<file path="src/smp_pkg.sv">
/*
 * Shared constants of the serial poll port: command codes, check bytes,
 * group lengths, configuration layout and timing counts.
 * Assumes a 20 MHz core clock.
 */
package smp_pkg;
    // Addressed header prefix in the top nibble of the first byte
    localparam logic [3:0]  ADDR_PREFIX        = 4'h8;

    localparam logic [7:0]  CMD_WRITE_CONFIG   = 8'h01;
    localparam logic [7:0]  CMD_READ_CONFIG    = 8'h02;
    localparam logic [7:0]  CMD_READ_ALL_CELLS = 8'h04;
    localparam logic [7:0]  CMD_READ_CELLS_LOW = 8'h06;
    localparam logic [7:0]  CMD_READ_CELLS_MID = 8'h08;
    localparam logic [7:0]  CMD_READ_CELLS_HI  = 8'h0A;
    localparam logic [7:0]  CMD_READ_FLAG      = 8'h0C;
    localparam logic [7:0]  CMD_ADC_POLL       = 8'h40;
    localparam logic [7:0]  CMD_INT_POLL       = 8'h50;
    localparam logic [7:0]  CMD_READ_DIAG      = 8'h54;

    // Check bytes of fixed command codes
    localparam logic [7:0]  PEC_WRITE_CONFIG   = 8'hC7;
    localparam logic [7:0]  PEC_READ_CELLS_HI  = 8'hF6;
    localparam logic [7:0]  PEC_READ_FLAG      = 8'hE4;

    // Byte counts of each group
    localparam logic [4:0]  LEN_CONFIG         = 5'h06;
    localparam logic [4:0]  LEN_ALL_CELLS      = 5'h12;
    localparam logic [4:0]  LEN_CELL_PART      = 5'h06;
    localparam logic [4:0]  LEN_FLAG           = 5'h03;
    localparam logic [4:0]  LEN_DIAG           = 5'h02;

    localparam logic [7:0]  CRC_SEED           = 8'h41;

    localparam int          CFG_BITS           = 48;
    localparam logic [47:0] CFG_RESET          = 48'h0000_0000_0000;
    localparam int          CFG_LEVEL_POLL_BIT = 4;
    localparam int          DIAG_REV_LSB       = 4;

    localparam int          CLK_FREQ_HZ        = 20_000_000;
    localparam int          TOGGLE_FREQ_HZ     = 1000;
    localparam int          TOGGLE_HALF_CYC    = CLK_FREQ_HZ / (2 * TOGGLE_FREQ_HZ);

    typedef enum logic [3:0] {
        ST_IDLE    = 4'h0,
        ST_HDR     = 4'h1,
        ST_HDR_PEC = 4'h2,
        ST_CMD     = 4'h3,
        ST_CMD_PEC = 4'h4,
        ST_RX      = 4'h5,
        ST_TX      = 4'h6,
        ST_POLL    = 4'h7,
        ST_IGNORE  = 4'h8
    } smp_state_t;
endpackage

</file>
<file path="src/smp_crc8.sv">
/*
 * Serial 8-bit check code, one bit per strobe, MSB first.
 * Assumes strobes come from logic on the same clock.
 */
`timescale 1ns/1ns
module smp_crc8
    import smp_pkg::*;
(
    input  wire logic       clk_in,   // Core clock
    input  wire logic       rst_in,   // Sync reset, high
    input  wire logic       clear_in, // Reload seed
    input  wire logic       shift_in, // Take one bit
    input  wire logic       bit_in,   // Bit to take
    output logic [7:0]      crc_out   // Current code
);
    logic [7:0] crc_ff;
    logic [7:0] nxt_crc;
    wire        fb = bit_in ^ crc_ff[7];

    assign nxt_crc = {crc_ff[6:2], crc_ff[1] ^ fb, crc_ff[0] ^ fb, fb};
    assign crc_out = crc_ff;

    always_ff @(posedge clk_in) begin
        if (rst_in || clear_in) begin
            crc_ff <= CRC_SEED;
        end else if (shift_in) begin
            crc_ff <= nxt_crc;
        end
    end
endmodule

</file>
<file path="src/smp_toggle_gen.sv">
/*
 * Free-running square wave for toggle polling.
 * Assumes HALF_CYC core cycles per half period.
 */
`timescale 1ns/1ns
module smp_toggle_gen #(
    parameter int HALF_CYC = 10000
) (
    input  wire logic clk_in,    // Core clock
    input  wire logic rst_in,    // Sync reset, high
    output logic      toggle_out // 50 percent square wave
);
    localparam int CW = $clog2(HALF_CYC + 1);
    localparam logic [CW-1:0] LAST = CW'(HALF_CYC - 1);

    logic [CW-1:0] cnt_ff;
    logic          tgl_ff;
    wire           wrap = (cnt_ff == LAST);

    always_ff @(posedge clk_in) begin
        if (rst_in) begin
            cnt_ff <= '0;
            tgl_ff <= 1'b0;
        end else begin
            cnt_ff <= wrap ? '0 : cnt_ff + 1'b1;
            tgl_ff <= wrap ? ~tgl_ff : tgl_ff;
        end
    end

    assign toggle_out = tgl_ff;
endmodule

</file>
<file path="src/smp_poll_port.sv">
/*
 * Serial command port with status polling: frames broadcast and addressed
 * packets, checks their codes, serves reads, takes configuration writes
 * and drives the data line while polling.
 * Assumes pins come from another clock domain; busy, interrupt and read
 * data come from logic on the core clock.
 */
`timescale 1ns/1ns
module smp_poll_port #(
    parameter int         TOGGLE_HALF = smp_pkg::TOGGLE_HALF_CYC,
    parameter logic [1:0] REV_CODE    = 2'h1 // Arbitrary revision value
) (
    input  wire logic        CLOCK_IN,               // Core clock
    input  wire logic        RST_IN,                 // Sync reset, high
    input  wire logic        CHIP_SELECT_N_IN,       // Frame select pin, low
    input  wire logic        SERIAL_CLOCK_IN,        // Serial clock pin
    input  wire logic        SERIAL_DATA_IN,         // Serial data pin
    output logic             SERIAL_DATA_OUT,        // Data line value
    output logic             SERIAL_DATA_OE_OUT,     // Data line drive enable
    input  wire logic [3:0]  DEVICE_ADDRESS_PINS_IN, // Part address pins
    input  wire logic        TOP_OF_STACK_SELECT_IN, // Top device strap
    input  wire logic        ADC_BUSY_IN,            // Conversion running
    input  wire logic        INTERRUPT_IN,           // Over/under voltage
    input  wire logic [7:0]  READ_BYTE_IN,           // Byte of selected group
    input  wire logic [13:0] DIAG_DATA_IN,           // Diagnostic data
    output logic [7:0]       READ_CMD_OUT,           // Group being read
    output logic [4:0]       READ_INDEX_OUT,         // Byte wanted
    output logic [smp_pkg::CFG_BITS-1:0] CONFIG_OUT, // Configuration group
    output logic             CONFIG_LOAD_OUT         // Config updated pulse
);
    import smp_pkg::*;

    function automatic logic [4:0] group_len(input logic [7:0] cmd);
        case (cmd)
            CMD_READ_CONFIG:    group_len = LEN_CONFIG;
            CMD_READ_ALL_CELLS: group_len = LEN_ALL_CELLS;
            CMD_READ_CELLS_LOW: group_len = LEN_CELL_PART;
            CMD_READ_CELLS_MID: group_len = LEN_CELL_PART;
            CMD_READ_CELLS_HI:  group_len = LEN_CELL_PART;
            CMD_READ_FLAG:      group_len = LEN_FLAG;
            CMD_READ_DIAG:      group_len = LEN_DIAG;
            default:            group_len = 5'h00;
        endcase
    endfunction

    function automatic smp_state_t dispatch(input logic [7:0] cmd);
        if (cmd == CMD_WRITE_CONFIG) begin
            dispatch = ST_RX;
        end else if (cmd == CMD_ADC_POLL || cmd == CMD_INT_POLL) begin
            dispatch = ST_POLL;
        end else if (group_len(cmd) != 5'h00) begin
            dispatch = ST_TX;
        end else begin
            dispatch = ST_IGNORE;
        end
    endfunction

    // Pin synchronisers
    logic sck_s1_ff, sck_s2_ff, sck_s3_ff;
    logic cs_s1_ff, cs_s2_ff, cs_s3_ff;
    logic sdi_s1_ff, sdi_s2_ff;
    logic [3:0] adr_s1_ff, adr_s2_ff;
    logic tos_s1_ff, tos_s2_ff;

    always_ff @(posedge CLOCK_IN) begin
        if (RST_IN) begin
            {sck_s1_ff, sck_s2_ff, sck_s3_ff} <= 3'h7;
            {cs_s1_ff, cs_s2_ff, cs_s3_ff}    <= 3'h7;
            {sdi_s1_ff, sdi_s2_ff}            <= 2'h0;
            {adr_s1_ff, adr_s2_ff, tos_s1_ff, tos_s2_ff} <= 10'h000;
        end else begin
            {sck_s1_ff, sck_s2_ff, sck_s3_ff} <= {SERIAL_CLOCK_IN, sck_s1_ff, sck_s2_ff};
            {cs_s1_ff, cs_s2_ff, cs_s3_ff}    <= {CHIP_SELECT_N_IN, cs_s1_ff, cs_s2_ff};
            {sdi_s1_ff, sdi_s2_ff}            <= {SERIAL_DATA_IN, sdi_s1_ff};
            {adr_s1_ff, adr_s2_ff}            <= {DEVICE_ADDRESS_PINS_IN, adr_s1_ff};
            {tos_s1_ff, tos_s2_ff}            <= {TOP_OF_STACK_SELECT_IN, tos_s1_ff};
        end
    end

    wire cs_high = cs_s2_ff;
    wire cs_rise = cs_s2_ff & ~cs_s3_ff;
    wire sck_rise = sck_s2_ff & ~sck_s3_ff & ~cs_high;
    wire sck_fall = ~sck_s2_ff & sck_s3_ff & ~cs_high;

    // Frame state
    smp_state_t st_ff, nxt_st;
    logic [7:0]  sh_ff;
    logic [2:0]  bit_ff;
    logic [4:0]  idx_ff;
    logic [4:0]  len_ff;
    logic [7:0]  cmd_ff;
    logic        addr_ff;
    logic        wr_ok_ff;
    logic [47:0] wbuf_ff;
    logic [47:0] cfg_ff;
    logic        load_ff;
    logic [7:0]  tx_sh_ff;
    logic        sdo_ff, oe_ff;
    logic        nxt_sdo, nxt_oe;

    wire [7:0] rx_byte  = {sh_ff[6:0], sdi_s2_ff};
    wire       byte_end = sck_rise & (bit_ff == 3'h7);
    wire [7:0] rx_crc;
    wire [7:0] tx_crc;
    wire       toggle;

    wire rx_data_bit = sck_rise & (st_ff == ST_HDR || st_ff == ST_CMD
                       || (st_ff == ST_RX && idx_ff < LEN_CONFIG));
    wire rx_crc_clr  = (cs_s2_ff == 1'b0 && cs_s3_ff == 1'b1)
                       || (byte_end && (st_ff == ST_HDR_PEC || st_ff == ST_CMD_PEC));
    wire pec_ok      = (rx_byte == rx_crc);
    wire addr_hdr    = (cmd_ff[7:4] == ADDR_PREFIX);
    wire addr_match  = addr_hdr && (cmd_ff[3:0] == adr_s2_ff);

    // Group byte source; revision sits inside the checked stream
    wire [7:0] diag_byte = (idx_ff == 5'h00) ? DIAG_DATA_IN[7:0]
                         : {DIAG_DATA_IN[13:12], REV_CODE, DIAG_DATA_IN[11:8]};
    wire [7:0] cfg_byte  = cfg_ff[{idx_ff[2:0], 3'h0} +: 8];
    wire [7:0] grp_byte  = (cmd_ff == CMD_READ_CONFIG) ? cfg_byte
                         : (cmd_ff == CMD_READ_DIAG) ? diag_byte : READ_BYTE_IN;
    wire       tx_data   = (idx_ff < len_ff);
    wire [7:0] tx_load   = tx_data ? grp_byte : tx_crc;
    wire       tx_bit    = (bit_ff == 3'h0) ? tx_load[7] : tx_sh_ff[7];
    wire       tx_shift  = (st_ff == ST_TX) & sck_fall & tx_data;
    wire       tx_clr    = (st_ff != ST_TX);

    smp_crc8 u_rx_crc (
        .clk_in   (CLOCK_IN),
        .rst_in   (RST_IN),
        .clear_in (rx_crc_clr),
        .shift_in (rx_data_bit),
        .bit_in   (sdi_s2_ff),
        .crc_out  (rx_crc)
    );

    smp_crc8 u_tx_crc (
        .clk_in   (CLOCK_IN),
        .rst_in   (RST_IN),
        .clear_in (tx_clr),
        .shift_in (tx_shift),
        .bit_in   (tx_bit),
        .crc_out  (tx_crc)
    );

    smp_toggle_gen #(
        .HALF_CYC (TOGGLE_HALF)
    ) u_toggle (
        .clk_in     (CLOCK_IN),
        .rst_in     (RST_IN),
        .toggle_out (toggle)
    );

    // Next frame state
    always_comb begin
        nxt_st = st_ff;
        if (cs_high) begin
            nxt_st = ST_IDLE;
        end else begin
            case (st_ff)
                ST_IDLE:    nxt_st = ST_HDR;
                ST_HDR:     nxt_st = byte_end ? ST_HDR_PEC : ST_HDR;
                ST_HDR_PEC: begin
                    if (byte_end) begin
                        if (!pec_ok) begin
                            nxt_st = ST_IGNORE;
                        end else if (addr_hdr) begin
                            nxt_st = ST_CMD;
                        end else begin
                            nxt_st = dispatch(cmd_ff);
                        end
                    end
                end
                ST_CMD:     nxt_st = byte_end ? ST_CMD_PEC : ST_CMD;
                ST_CMD_PEC: begin
                    if (byte_end) begin
                        nxt_st = (pec_ok && addr_ff) ? dispatch(cmd_ff) : ST_IGNORE;
                    end
                end
                ST_RX:      nxt_st = (byte_end && idx_ff == LEN_CONFIG) ? ST_IGNORE : ST_RX;
                ST_TX: begin
                    if (sck_fall && bit_ff == 3'h0 && idx_ff > len_ff) begin
                        nxt_st = ST_IGNORE;
                    end
                end
                ST_POLL, ST_IGNORE: nxt_st = st_ff;
                default:    nxt_st = ST_IDLE;
            endcase
        end
    end

    // Poll line drive
    wire level_mode = cfg_ff[CFG_LEVEL_POLL_BIT];
    wire busy_sel   = (cmd_ff == CMD_ADC_POLL) ? ADC_BUSY_IN : INTERRUPT_IN;

    always_comb begin
        nxt_sdo = 1'b1;
        nxt_oe  = 1'b0;
        case (nxt_st)
            ST_TX: begin
                nxt_sdo = sck_fall ? tx_bit : sdo_ff;
                nxt_oe  = 1'b1;
            end
            ST_POLL: begin
                if (busy_sel) begin
                    nxt_sdo = 1'b0;
                    nxt_oe  = 1'b1;
                end else if (!level_mode && (addr_ff || tos_s2_ff)) begin
                    nxt_sdo = toggle;
                    nxt_oe  = 1'b1;
                end else begin
                    nxt_oe  = 1'b0;
                end
            end
            default: nxt_oe = 1'b0;
        endcase
    end

    always_ff @(posedge CLOCK_IN) begin
        if (RST_IN) begin
            st_ff  <= ST_IDLE;
            sdo_ff <= 1'b1;
            oe_ff  <= 1'b0;
        end else begin
            st_ff  <= nxt_st;
            sdo_ff <= nxt_sdo;
            oe_ff  <= nxt_oe;
        end
    end

    // Receive shifter, counters, command capture
    wire        new_field = (st_ff != nxt_st);
    wire [4:0]  tx_idx_n  = (bit_ff == 3'h7) ? idx_ff + 5'h01 : idx_ff;

    always_ff @(posedge CLOCK_IN) begin
        if (RST_IN || cs_high) begin
            sh_ff  <= 8'h00;
            bit_ff <= 3'h0;
            idx_ff <= 5'h00;
        end else if (st_ff == ST_TX) begin
            bit_ff <= sck_fall ? bit_ff + 3'h1 : bit_ff;
            idx_ff <= sck_fall ? tx_idx_n : idx_ff;
        end else if (sck_rise) begin
            sh_ff  <= rx_byte;
            bit_ff <= bit_ff + 3'h1;
            idx_ff <= (st_ff == ST_RX && byte_end) ? idx_ff + 5'h01 : idx_ff;
        end else if (new_field) begin
            idx_ff <= 5'h00;
        end
    end

    always_ff @(posedge CLOCK_IN) begin
        if (RST_IN) begin
            tx_sh_ff <= 8'h00;
        end else if (tx_shift || (st_ff == ST_TX && sck_fall)) begin
            tx_sh_ff <= (bit_ff == 3'h0) ? {tx_load[6:0], 1'b0} : {tx_sh_ff[6:0], 1'b0};
        end
    end

    always_ff @(posedge CLOCK_IN) begin
        if (RST_IN || (cs_high && !cs_rise)) begin
            cmd_ff  <= 8'h00;
            len_ff  <= 5'h00;
            addr_ff <= 1'b0;
        end else if (byte_end && (st_ff == ST_HDR || st_ff == ST_CMD)) begin
            cmd_ff  <= rx_byte;
            len_ff  <= group_len(rx_byte);
        end else if (byte_end && st_ff == ST_HDR_PEC) begin
            addr_ff <= pec_ok && addr_match;
        end
    end

    // Write buffer and commit on frame end
    always_ff @(posedge CLOCK_IN) begin
        if (RST_IN) begin
            wbuf_ff  <= CFG_RESET;
            wr_ok_ff <= 1'b0;
        end else if (cs_s2_ff == 1'b0 && cs_s3_ff == 1'b1) begin
            wr_ok_ff <= 1'b0;
        end else if (byte_end && st_ff == ST_RX) begin
            if (idx_ff < LEN_CONFIG) begin
                wbuf_ff[{idx_ff[2:0], 3'h0} +: 8] <= rx_byte;
            end else begin
                wr_ok_ff <= pec_ok;
            end
        end
    end

    always_ff @(posedge CLOCK_IN) begin
        if (RST_IN) begin
            cfg_ff  <= CFG_RESET;
            load_ff <= 1'b0;
        end else begin
            cfg_ff  <= (cs_rise && wr_ok_ff) ? wbuf_ff : cfg_ff;
            load_ff <= cs_rise && wr_ok_ff;
        end
    end

    assign SERIAL_DATA_OUT    = sdo_ff;
    assign SERIAL_DATA_OE_OUT = oe_ff;
    assign READ_CMD_OUT       = cmd_ff;
    assign READ_INDEX_OUT     = idx_ff;
    assign CONFIG_OUT         = cfg_ff;
    assign CONFIG_LOAD_OUT    = load_ff;

    wire in_poll = (st_ff == ST_POLL) && !cs_high;
endmodule

</file>
<file path="config.mk">
export PLATFORM = sky130hd
export DESIGN_NAME = smp_poll_port
export DESIGN_NICKNAME = d
export VERILOG_FILES = /design/src/smp_pkg.sv /design/src/smp_crc8.sv /design/src/smp_toggle_gen.sv /design/src/smp_poll_port.sv
export SDC_FILE = /design/constraint.sdc
export NUM_CORES = 1
export LEC_CHECK = 0
export BUFFER_PORTS_ARGS = -buffer_cell sky130_fd_sc_hd__buf_4
export CAP_MARGIN = 20
export CORE_ASPECT_RATIO = 1.4
export CORE_MARGIN = 2
export CORE_UTILIZATION = 48
export CTS_BUF_LIST = sky130_fd_sc_hd__clkbuf_8
export DETAILED_ROUTE_END_ITERATION = 10
export PLACE_DENSITY = 0.68
export RECOVER_POWER = 100
export SLEW_MARGIN = 20
export SYNTH_ARGS = -nofsm -noshare
export SYNTH_HDL_FRONTEND = slang
export SYNTH_SLANG_ARGS = --single-unit
export TNS_END_PERCENT = 50
</file>
<file path="constraint.sdc">
create_clock -name CLOCK_IN -period 3.4 [get_ports CLOCK_IN]
set_clock_uncertainty 0.1 [all_clocks]
set_input_delay 0.34 -clock CLOCK_IN [delete_from_list [all_inputs] [get_ports CLOCK_IN]]
set_output_delay 0.34 -clock CLOCK_IN [all_outputs]
set_load 0.005 [all_outputs]
</file>
# ---- After elaboration in Yosys (flattened, before gate mapping)
# Cells that the tools add are included.
dict set report word_totals {
  output_inout_bits 64
  register_bits 190
  in_bits 34
  wordCells 203
}
dict set report classes {
  bitwise 24
  n_lt_le_gt_ge 3
  addsub 4
  reduce_logical 47
  n_shift 3
  mux 53
  n_eq_ne 39
}
# cell n
set ops {}
lappend ops {{$mux 5} 16}
lappend ops {{$mux 4} 14}
lappend ops {{$bwmux 48} 1}
lappend ops {{$eq 8x4->1 const B} 6}
lappend ops {{$shift 8x8->48 const A} 1}
lappend ops {{$shiftx 48x7->8} 1}
lappend ops {{$shiftx 8x8->48} 1}
lappend ops {{$mux 8} 5}
lappend ops {{$pmux 5 s4} 2}
lappend ops {{$eq 8x3->1 const B} 4}
lappend ops {{$eq 8x7->1 const B} 4}
lappend ops {{$pmux 4 s8} 1}
lappend ops {{$eq 4x3->1 const B} 6}
lappend ops {{$eq 8x2->1 const B} 2}
lappend ops {{$logic_and 1x1->1} 16}
lappend ops {{$add 14x1->14 const B} 1}
lappend ops {{$eq 14x14->1 const B} 1}
lappend ops {{$mux 3} 4}
lappend ops {{$logic_or 1x1->1} 11}
lappend ops {{$reduce_bool 5->1} 2}
lappend ops {{$and 1x1->1} 9}
lappend ops {{$not 1->1} 9}
lappend ops {{$eq 4x2->1 const B} 2}
lappend ops {{$eq 4x4->1 const B} 2}
lappend ops {{31 further kinds} 52}

# ---- Longest topological paths before layout
# Gate-level depths: netlist of run 1.
dict set report depth {
  word_depth 23
  mapped_depth 11
  mapped_depth_nobuf 9
}

# ---- Modules after synthesis
# From an unflattened synthesis of run 1, not the netlist that was laid out.
dict set report hier_totals {
  hier_cells 1031
  area_unflattened_um2 8758.4
}
# mod seq_area_each_um2 area_per_inst_um2 n_inst cells_per_inst
set by_module_without_submodules {}
lappend by_module_without_submodules {smp_poll_port 3143.0 7362.1 1 887}
lappend by_module_without_submodules {smp_crc8 160.2 375.4 2 37}
lappend by_module_without_submodules {smp_toggle_gen 300.3 645.6 1 70}

# ---- Worst setup path before layout of run 1
# No wires, ideal clock.
dict set report synth_timing {
  path_type {register to register}
  startpoint {register idx_ff[0] (netlist: READ_INDEX_OUT[0])}
  endpoint {register u_tx_crc.crc_ff[2] (netlist: u_tx_crc.crc_out[2])}
  slack_ps 835
  setup_time_ps 139
  stages_incl_launch_ff 12
  required_ps 3161
  n_path_buf 2
  synth_period_minus_slack_ps 2565
  arrival_ps 2326
  cell_sequence {dfxtp_1 > clkbuf_1 > inv_1 > ha_1 > nor4b_2 > buf_4 > mux2i_1 > or2_1 > a311o_1 > a22oi_4 > xnor2_1 > a21oi_1}
}
dict set report synth_via {
  elab_chain_len 8
  elab_cells_between_ends 11
  classes_between {1 x order compare; 1 x shift; 5 x mux; 3 x bitwise; 1 x reduce/logical}
}
# element line_no
set synth_rtl {}
lappend synth_rtl {{from (decl)} smp_poll_port.sv:89} ;# logic [4:0] idx_ff;
lappend synth_rtl {{from (signal assigned)} smp_poll_port.sv:241} ;# idx_ff <= sck_fall ? tx_idx_n : idx_ff;
lappend synth_rtl {{from (signal assigned)} smp_poll_port.sv:245} ;# idx_ff <= (st_ff == ST_RX && byte_end) ? idx_ff + 5'h01 : idx_ff;
lappend synth_rtl {{parallel branches: the longest is 8 deep, another holds $shiftx 48x7->8} n/a}
lappend synth_rtl {{to (signal assigned)} smp_crc8.sv:27} ;# crc_ff <= nxt_crc;
lappend synth_rtl {{to (decl)} smp_crc8.sv:16} ;# logic [7:0] crc_ff;
# Parallel ways; which one is timed is not known.
# A chain may end at the register's enable or synchronous reset.

# ---- Final worst setup path of run 1
dict set report layout_timing {
  startpoint {register cmd_ff[1] (netlist: READ_CMD_OUT[1])}
  endpoint {register u_tx_crc.crc_ff[1] (netlist: u_tx_crc.crc_out[1])}
}
dict set report layout_via {
  elab_chain_len 7
  elab_cells_between_ends 8
  classes_between {2 x eq/ne; 4 x mux; 2 x bitwise}
}
# element line_no
set layout_rtl {}
lappend layout_rtl {{from (decl)} smp_poll_port.sv:91} ;# logic [7:0] cmd_ff;
lappend layout_rtl {{from (signal assigned)} smp_poll_port.sv:265} ;# cmd_ff <= rx_byte;
lappend layout_rtl {{$eq 8x7->1} smp_poll_port.sv:120} ;# : (cmd_ff == CMD_READ_DIAG) ? diag_byte : READ_BYTE_IN;
lappend layout_rtl {{$mux 8} smp_poll_port.sv:120}
lappend layout_rtl {{$mux 8 *} smp_poll_port.sv:119} ;# wire [7:0] grp_byte = (cmd_ff == CMD_READ_CONFIG) ? cfg_byte
lappend layout_rtl {{$mux 8 *} smp_poll_port.sv:122} ;# wire [7:0] tx_load = tx_data ? grp_byte : tx_crc;
lappend layout_rtl {{$mux 1 *} smp_poll_port.sv:123} ;# wire tx_bit = (bit_ff == 3'h0) ? tx_load[7] : tx_sh_ff[7];
lappend layout_rtl {{$xor 1x1->1 *} smp_crc8.sv:18} ;# wire fb = bit_in ^ crc_ff[7];
lappend layout_rtl {{$xor 1x1->1 *} smp_crc8.sv:20} ;# assign nxt_crc = {crc_ff[6:2], crc_ff[1] ^ fb, crc_ff[0] ^ fb, fb};
# Mark *: on every way between the ends. The rest lies on a longest branch, timed or not.

==> out/metrics.json, run 1 <==
{
  "floorplan": {
    "row_count": 57,
    "initial_core_util": 0.492,
    "design.die.area_um2": 19000,
    "die_w_um": 117,
    "core_um2": 17500,
    "dieHeight_um": 162,
    "pin_count": 98
  },
  "job": {
    "max_cap_violations": 2
  },
  "sta": {
    "actual_transition_at_the_worst_max_transition_pin_ns": 1.88,
    "finalMaxSlewViolations": 95,
    "fin_crit_ns": 3.02,
    "layout_worst_path_cycle_share": 0.890,
    "final_setup_violation_count": 0,
    "relSlewSlack": -0.251,
    "hold_viol": 0,
    "rsz0062_at_grt": "false",
    "fin_tns_setup_ns": 0,
    "fmax_ghz": 0.331
  },
  "finish": {
    "seq_area_um2": 3760,
    "multi_input_comb_area_um2": 4470,
    "layout.cells.most_common": "dfxtp_1",
    "layout-drive-gt1-share": 0.144,
    "layout.nets": 1155,
    "layout-area-overhead-vs-synth_pct": 15.4,
    "antenna_cells": 0,
    "final_cell_mix": "188 x dfxtp_1, 176 x nand2_1, 134 x nor2_1, 109 x a21oi_1, 61 x clkbuf_4",
    "layout_fillers": 1668
  },
  "grt": {
    "grt_overflow": 0,
    "globalRouteTotalUtil": 0.249,
    "initial_antenna_violation_count": 0,
    "global_route_wire_length_before_repair_mm": 36.5,
    "grt_start_max_net_pins": 67,
    "number_of_global_route_vias_before_repair": 6975
  },
  "logic_synthesis": {
    "synth_ff_type": "dfxtp_1",
    "synth_top_cell_area_share": 0.438,
    "post_synthesis_cell_area_um2": 8600,
    "synth_async_sr_flop_share": 0,
    "postSynthRegisterBits": 188,
    "yosysSeqAreaShare": 0.438,
    "post_synth_num_cell_types": 74,
    "synth_fp_nets": 1079,
    "syn-instance-count": 1031,
    "synth_area_leader_cell": "dfxtp_1",
    "warnings_synthesis": 0,
    "synth_top_cells_by_area": "dfxtp_1 44%, nand2_1 7.7%, mux2i_1 6.6%",
    "syn_avg_cell_area_um2": 8.34,
    "synth-edff-count": 0
  },
  "critical_path": {
    "reg2reg_from": "READ_CMD_OUT[1]",
    "critPathLaunchType": "flip-flop",
    "r2r_end": "u_tx_crc.crc_out[1]",
    "critical_path_max_stage_delay_ns": 0.87,
    "setup.worst_path.end_class": "flip-flop",
    "critical_path.cell_chain": "or4b_1 -> nor3_2 -> o21ai_2 -> a41oi_1 -> a22oi_4 -> xnor2_1 -> a21oi_1",
    "reg2reg_depth": 7,
    "cp_data_required_time_ns": 3.66,
    "worst_ep_arrival_time_ns": 3.28,
    "cp_max_fo": 15,
    "setup.worst_path.class": "reg -> reg",
    "worst_path_max_delay_cell": "nor3_2",
    "setup_slack_of_the_worst_register_to_register_path_ns": 0.38
  },
  "power": {
    "max-vdd-ir-drop_uv": 327,
    "combinationalPowerShare": 0.026,
    "clockPowerShare": 0.406,
    "internal_power_mw": 2.90,
    "finalPower_mw": 3.91,
    "p_sw_mw": 1.01,
    "sw_share": 0.259,
    "p_leak_nw": 3.47,
    "share_seq_of_total_power": 0.568,
    "power.density_nw_per_um2": 394
  },
  "min_path": {
    "hold_path_depth": 3,
    "hold_path_sink": "SERIAL_DATA_OE_OUT",
    "hold_path.class": "in -> reg",
    "timing.hold.worst.start": "ADC_BUSY_IN"
  },
  "routing": {
    "drc": 0,
    "finalWirelength_mm": 23.0,
    "vias": 7467,
    "vias_per_cell": 5.51,
    "drt_pass1_iterations": 5,
    "post_drt_wl_per_cell_um": 17.0,
    "final_antenna_net_count": 0,
    "drtIter0Drc": 613
  },
  "clock_tree": {
    "post_cts_resize_count": 0,
    "clock_tree_from_tritoncts": "built",
    "cts_sink_count": 188,
    "cts-root-buf": "clkbuf_8",
    "worst_setup_hold_path_clk_slew_ns": 0.11,
    "clockBufferDepth": 2,
    "cts_buffers": 17,
    "insertion_delay_ns": 0.49,
    "post-cts-setup-buffer-count": 0,
    "h-tree-depth": 4
  },
  "placement": {
    "hpwlAfterDp_mm": 16.3,
    "numPortBuffers": 97,
    "gp_congestion": 0.868
  },
  "status": {
    "outcome": "finished, violations left",
    "violated_checks": "capacitance limit, slew limit"
  }
}
worst max-delay path by stage:
stage / startpoint / end / slack [ns]
after floorplan: READ_INDEX_OUT[0] / u_tx_crc.crc_out[2] / 0.83
after global placement: bit_ff[1] / wbuf_ff[34] / 0.63
after detailed placement: bit_ff[1] / wbuf_ff[35] / 0.56
after CTS: bit_ff[1] / wbuf_ff[44] / 0.56
after global routing: READ_CMD_OUT[1] / u_tx_crc.crc_out[1] / 0.14
final: READ_CMD_OUT[1] / u_tx_crc.crc_out[1] / 0.38
power groups by stage:
stage / registers (mW) / clock network (mW) / logic [mW]
floorplan: 2.27 / 0 / 0.0568
global placement: 2.27 / 0 / 0.0976
detailed placement: 2.27 / 0 / 0.0985
CTS: 2.22 / 1.61 / 0.106
global route: 2.23 / 1.69 / 0.114
finish: 2.22 / 1.59 / 0.104
registers in the layout (all words and copies together), names as in the netlist, 3 cells and up:
register and flops:
u_tx_crc.crc_out 8, st_ff 4, u_toggle.cnt_ff 14, len_ff 4, READ_CMD_OUT 8, sh_ff 7, bit_ff 3, tx_sh_ff 7
wbuf_ff 48, adr_s2_ff 4, READ_INDEX_OUT 5, u_rx_crc.crc_out 8, adr_s1_ff 4, CONFIG_OUT 48
area by class of cell:
class	instances	area share
Inverter	19	0.00719
Clock buffer	17	0.0236
Timing Repair Buffer	123	0.0899
Tap cell	236	0.0298
Multi-Input combinational cell	758	0.450
Clock inverter	15	0.0200
Sequential cell	188	0.379
per-stage QoR:
stage / cells / hold slack (ns) / setup WS (ns) / util / cell area, um^2
after global routing: 1356 / 0.137 / 0.139 / 0.568 / 9920
after detailed placement: 1316 / 0.293 / 0.565 / 0.543 / 9490
final: 1356 / 0.126 / 0.375 / 0.568 / 9920
after CTS: 1356 / 0.0978 / 0.557 / 0.573 / 10000
after floorplan: 1031 / 0.289 / 0.835 / - / 8600
after global placement: 1316 / 0.291 / 0.631 / 0.543 / 9490
routing by layer:
metal	up-vias	global-route usage	wire length [um]
met5	-	0	0
met4	0	0.0845	543
met3	35	0.0443	1060
met2	203	0.415	11500
met1	3536	0.322	9910
li1	3693	-	-
kinds of logic (layout without fill, tap and decap cells):
kind of cell    after synthesis  after routing  synth area share
mux                          67             67            0.0886
flops                       188            188             0.438
xor+xnor                     32             32            0.0326
compound gates              197            197             0.141
fa+ha+maj                    14             14            0.0204
simple gates                448            448             0.240
buf+inv                      85            174            0.0393
critical path: cells and delay by family (launching register included):
family	cells	cell delay (ns)
AOI/OAI and AO/OA	4	0.76
xor gates and xnor gates	1	0.15
DFF	1	0.49
and+or+nand+nor	2	1.38
repair_timing:
item                                    in CTS  in global routing
endpoints found under the setup margin       0                  0
hold buffers                                 8                  0
hold endpoints to repair                     8                  0
Yosys cell counts (5+ instances only):
master and instances:
nor3_1 25, nand3_1 20, inv_1 18, nand4_1 11, a31oi_1 6, o211ai_1 10, nor2_1 135, a211o_1 5
xor2_1 11, dfxtp_1 188, xnor2_1 21, mux4_2 7, nand2b_1 17, ha_1 14, o21ai_0 20, a21oi_1 108
clkbuf_1 50, mux2i_1 57, or2_2 8, nand2_1 176, nor2b_1 16, buf_2 12, nand3b_1 6
(Power assumes the default switching activity.)
==> inputs of run 2 (changes only) <==
- CAP_MARGIN: 20 -> unset
- PLACE_DENSITY: 0.68 -> 0.7
- clock period: 3.4 -> 2.65 ns (I/O delays scaled with it)
==> run 2 against run 1 <==
  * The flow now finishes without violations
  * Register-to-register slack worse by 0.23 ns
  * Sequential share of layout area decreased by 0.76 points
  * Sequential power grew 28%
  * Die area unchanged
  * Clock power up 14%
  * Critical path type unchanged
  * Largest cell class unchanged
==> out/metrics.json, run 2 (same netlist as run 1, synthesis figures left out) <==
{
  "finish": {
    "layout-drive-gt1-share": 0.169,
    "layout.cells.most_common": "dfxtp_1",
    "final_cell_mix": "187 x dfxtp_1, 175 x nand2_1, 134 x nor2_1, 108 x a21oi_1, 69 x buf_4",
    "layout.nets": 1180,
    "antenna_cells": 0,
    "instances_no_fill": 1381,
    "layout-area-overhead-vs-synth_pct": 17.8
  },
  "routing": {
    "drc": 0,
    "vias": 7570,
    "final_antenna_net_count": 0,
    "finalWirelength_mm": 22.9,
    "drt_pass1_iterations": 5,
    "post_drt_wl_per_cell_um": 16.6,
    "drtIter0Drc": 466,
    "vias_per_cell": 5.48
  },
  "clock_tree": {
    "h-tree-depth": 4,
    "cts_buffers": 17,
    "cts_sink_count": 188,
    "insertion_delay_ns": 0.48,
    "clockBufferDepth": 2,
    "worst_setup_hold_path_clk_slew_ns": 0.11,
    "clock_tree_from_tritoncts": "built",
    "cts-root-buf": "clkbuf_8"
  },
  "grt": {
    "number_of_global_route_vias_before_repair": 7154,
    "grt_use_met2": 0.434,
    "global_route_wire_length_before_repair_mm": 36.9,
    "grt_overflow": 0,
    "grt.met3_usage": 0.0372,
    "globalRouteTotalUtil": 0.249,
    "grtUsageMet1": 0.308,
    "busiest_layer": "met2",
    "initial_antenna_violation_count": 0,
    "grt_start_max_net_pins": 109
  },
  "critical_path": {
    "r2r_end": "u_tx_crc.crc_out[2]",
    "worst_path_max_delay_cell": "a311o_1",
    "critPathBufInv": 1,
    "cp_data_required_time_ns": 2.92,
    "critical_path.cell_chain": "inv_1 -> ha_1 -> nor4b_4 -> mux2i_1 -> or2_1 -> a311o_1 -> a22oi_4 -> xnor2_1 -> a21oi_1",
    "critical_path_max_stage_delay_ns": 0.39,
    "worstSetupPathDepth": 9,
    "worst_ep_arrival_time_ns": 2.77,
    "critPathLaunchType": "flip-flop",
    "setup.worst_path.class": "reg -> reg",
    "critical_path.startpoint": "READ_INDEX_OUT[0]",
    "setup.worst_path.end_class": "flip-flop",
    "timing.critical_path.to": "u_tx_crc.crc_out[2]",
    "cp_max_fo": 5,
    "cp_top_family": "compound AO/OA/AOI/OAI gates",
    "setup_slack_of_the_worst_register_to_register_path_ns": 0.15,
    "reg2reg_depth": 9,
    "reg2reg_from": "READ_INDEX_OUT[0]"
  },
  "placement": {
    "gp_congestion": 0.908,
    "hpwlAfterDp_mm": 16.7,
    "placed_cells_incl_taps": 1340,
    "numPortBuffers": 97
  },
  "floorplan": {
    "row_count": 57,
    "design.die.area_um2": 19000,
    "core_um2": 17500,
    "pin_count": 98,
    "dieHeight_um": 162,
    "die_w_um": 117,
    "initial_core_util": 0.492
  },
  "sta": {
    "fin_worst_hold_slack_ns": 0.0503,
    "actual_transition_at_the_worst_max_transition_pin_ns": 1.05,
    "layout_worst_path_cycle_share": 0.945,
    "finalMaxSlewViolations": 0,
    "hold_viol": 0,
    "fin_tns_setup_ns": 0,
    "final_setup_violation_count": 0,
    "relSlewSlack": 0.300,
    "fin_crit_ns": 2.50,
    "fmax_ghz": 0.399
  },
  "power": {
    "power.density_nw_per_um2": 475,
    "p_leak_nw": 3.62,
    "max-vdd-ir-drop_uv": 320,
    "finalPower_mw": 4.81
  },
  "min_path": {
    "hold_path.class": "in -> reg"
  },
  "job": {
    "max_cap_violations": 0
  },
  "status": {
    "outcome": "completed"
  }
}
## run 2: cell count changes in the layout (fill, tap and decap cells not counted), moves of 2 or more
cell / delta
buf_4: +29
clkbuf_4: -6
clkinv_2: +3
clkinv_8: -4
inv_6: +2
nor4_4: +2
or2_2: +2
## run 2: layout make-up
cell class,count,area (um^2)
sequential,188,3760
clock inverter,14,125
multi-input combinational,758,4540
fill,1622,7340
inverter,19,71.3
timing repair buffer,148,1090
tap,236,295
clock buffer,18,248
## run 2: metrics by stage
| stage | utilization | setup WS (ns) | instance area, um^2 |
|---|---|---|---|
| after floorplan | - | 0.0846 | 8600 |
| after global placement | 0.554 | 0.000892 | 9690 |
| after detailed placement | 0.554 | -0.104 | 9690 |
| after CTS | 0.582 | 0.0847 | 10200 |
| after global routing | 0.580 | -0.00121 | 10100 |
| final | 0.580 | 0.146 | 10100 |
## run 2: where the power goes
| part | internal (mW) | switching (mW) | total (mW) |
|---|---|---|---|
| registers | 2.84 | 0.0140 | 2.85 |
| clock network | 0.713 | 1.11 | 1.82 |
| logic | 0.0683 | 0.0698 | 0.138 |
## run 2: worst min-delay path by stage
| stage | start | to | slack (ns) | depth (start not counted) |
|---|---|---|---|---|
| 4_1_cts | ADC_BUSY_IN | SERIAL_DATA_OE_OUT | 0.03 | 3 |
| 2_1_floorplan | CHIP_SELECT_N_IN | cs_s1_ff | 0.27 | 1 |
| 3_3_place_gp | sck_s1_ff | sck_s2_ff | 0.29 | 1 |
| 3_5_place_dp | cs_s1_ff | cs_high | 0.30 | 1 |
| 6_report | ADC_BUSY_IN | SERIAL_DATA_OE_OUT | 0.05 | 3 |
| 5_1_grt | ADC_BUSY_IN | SERIAL_DATA_OE_OUT | 0.08 | 3 |
## run 2: worst reg2reg max path, delay by kind of cell, from the launching register on
| family | cells | cell delay, ns |
|---|---|---|
| fa+ha+maj | 1 | 0.25 |
| xor+xnor | 1 | 0.14 |
| flops | 1 | 0.33 |
| compound gates | 3 | 0.64 |
| mux | 1 | 0.16 |
| simple gates | 2 | 0.57 |
| buf+inv | 1 | 0.19 |
## run 2: layer usage
metal,share of wire,routed length (um)
met1,0.42,9570
met2,0.52,11900
met3,0.040,922
met4,0.024,555
met5,0,0
## run 2: what timing repair did
action	in CTS	in global routing
hold endpoints to repair	8	0
gates cloned	0	0
setup endpoints to repair	35	42
pin swaps	0	3
gates resized for setup	3	3
setup buffers	0	1
hold buffers	8	0
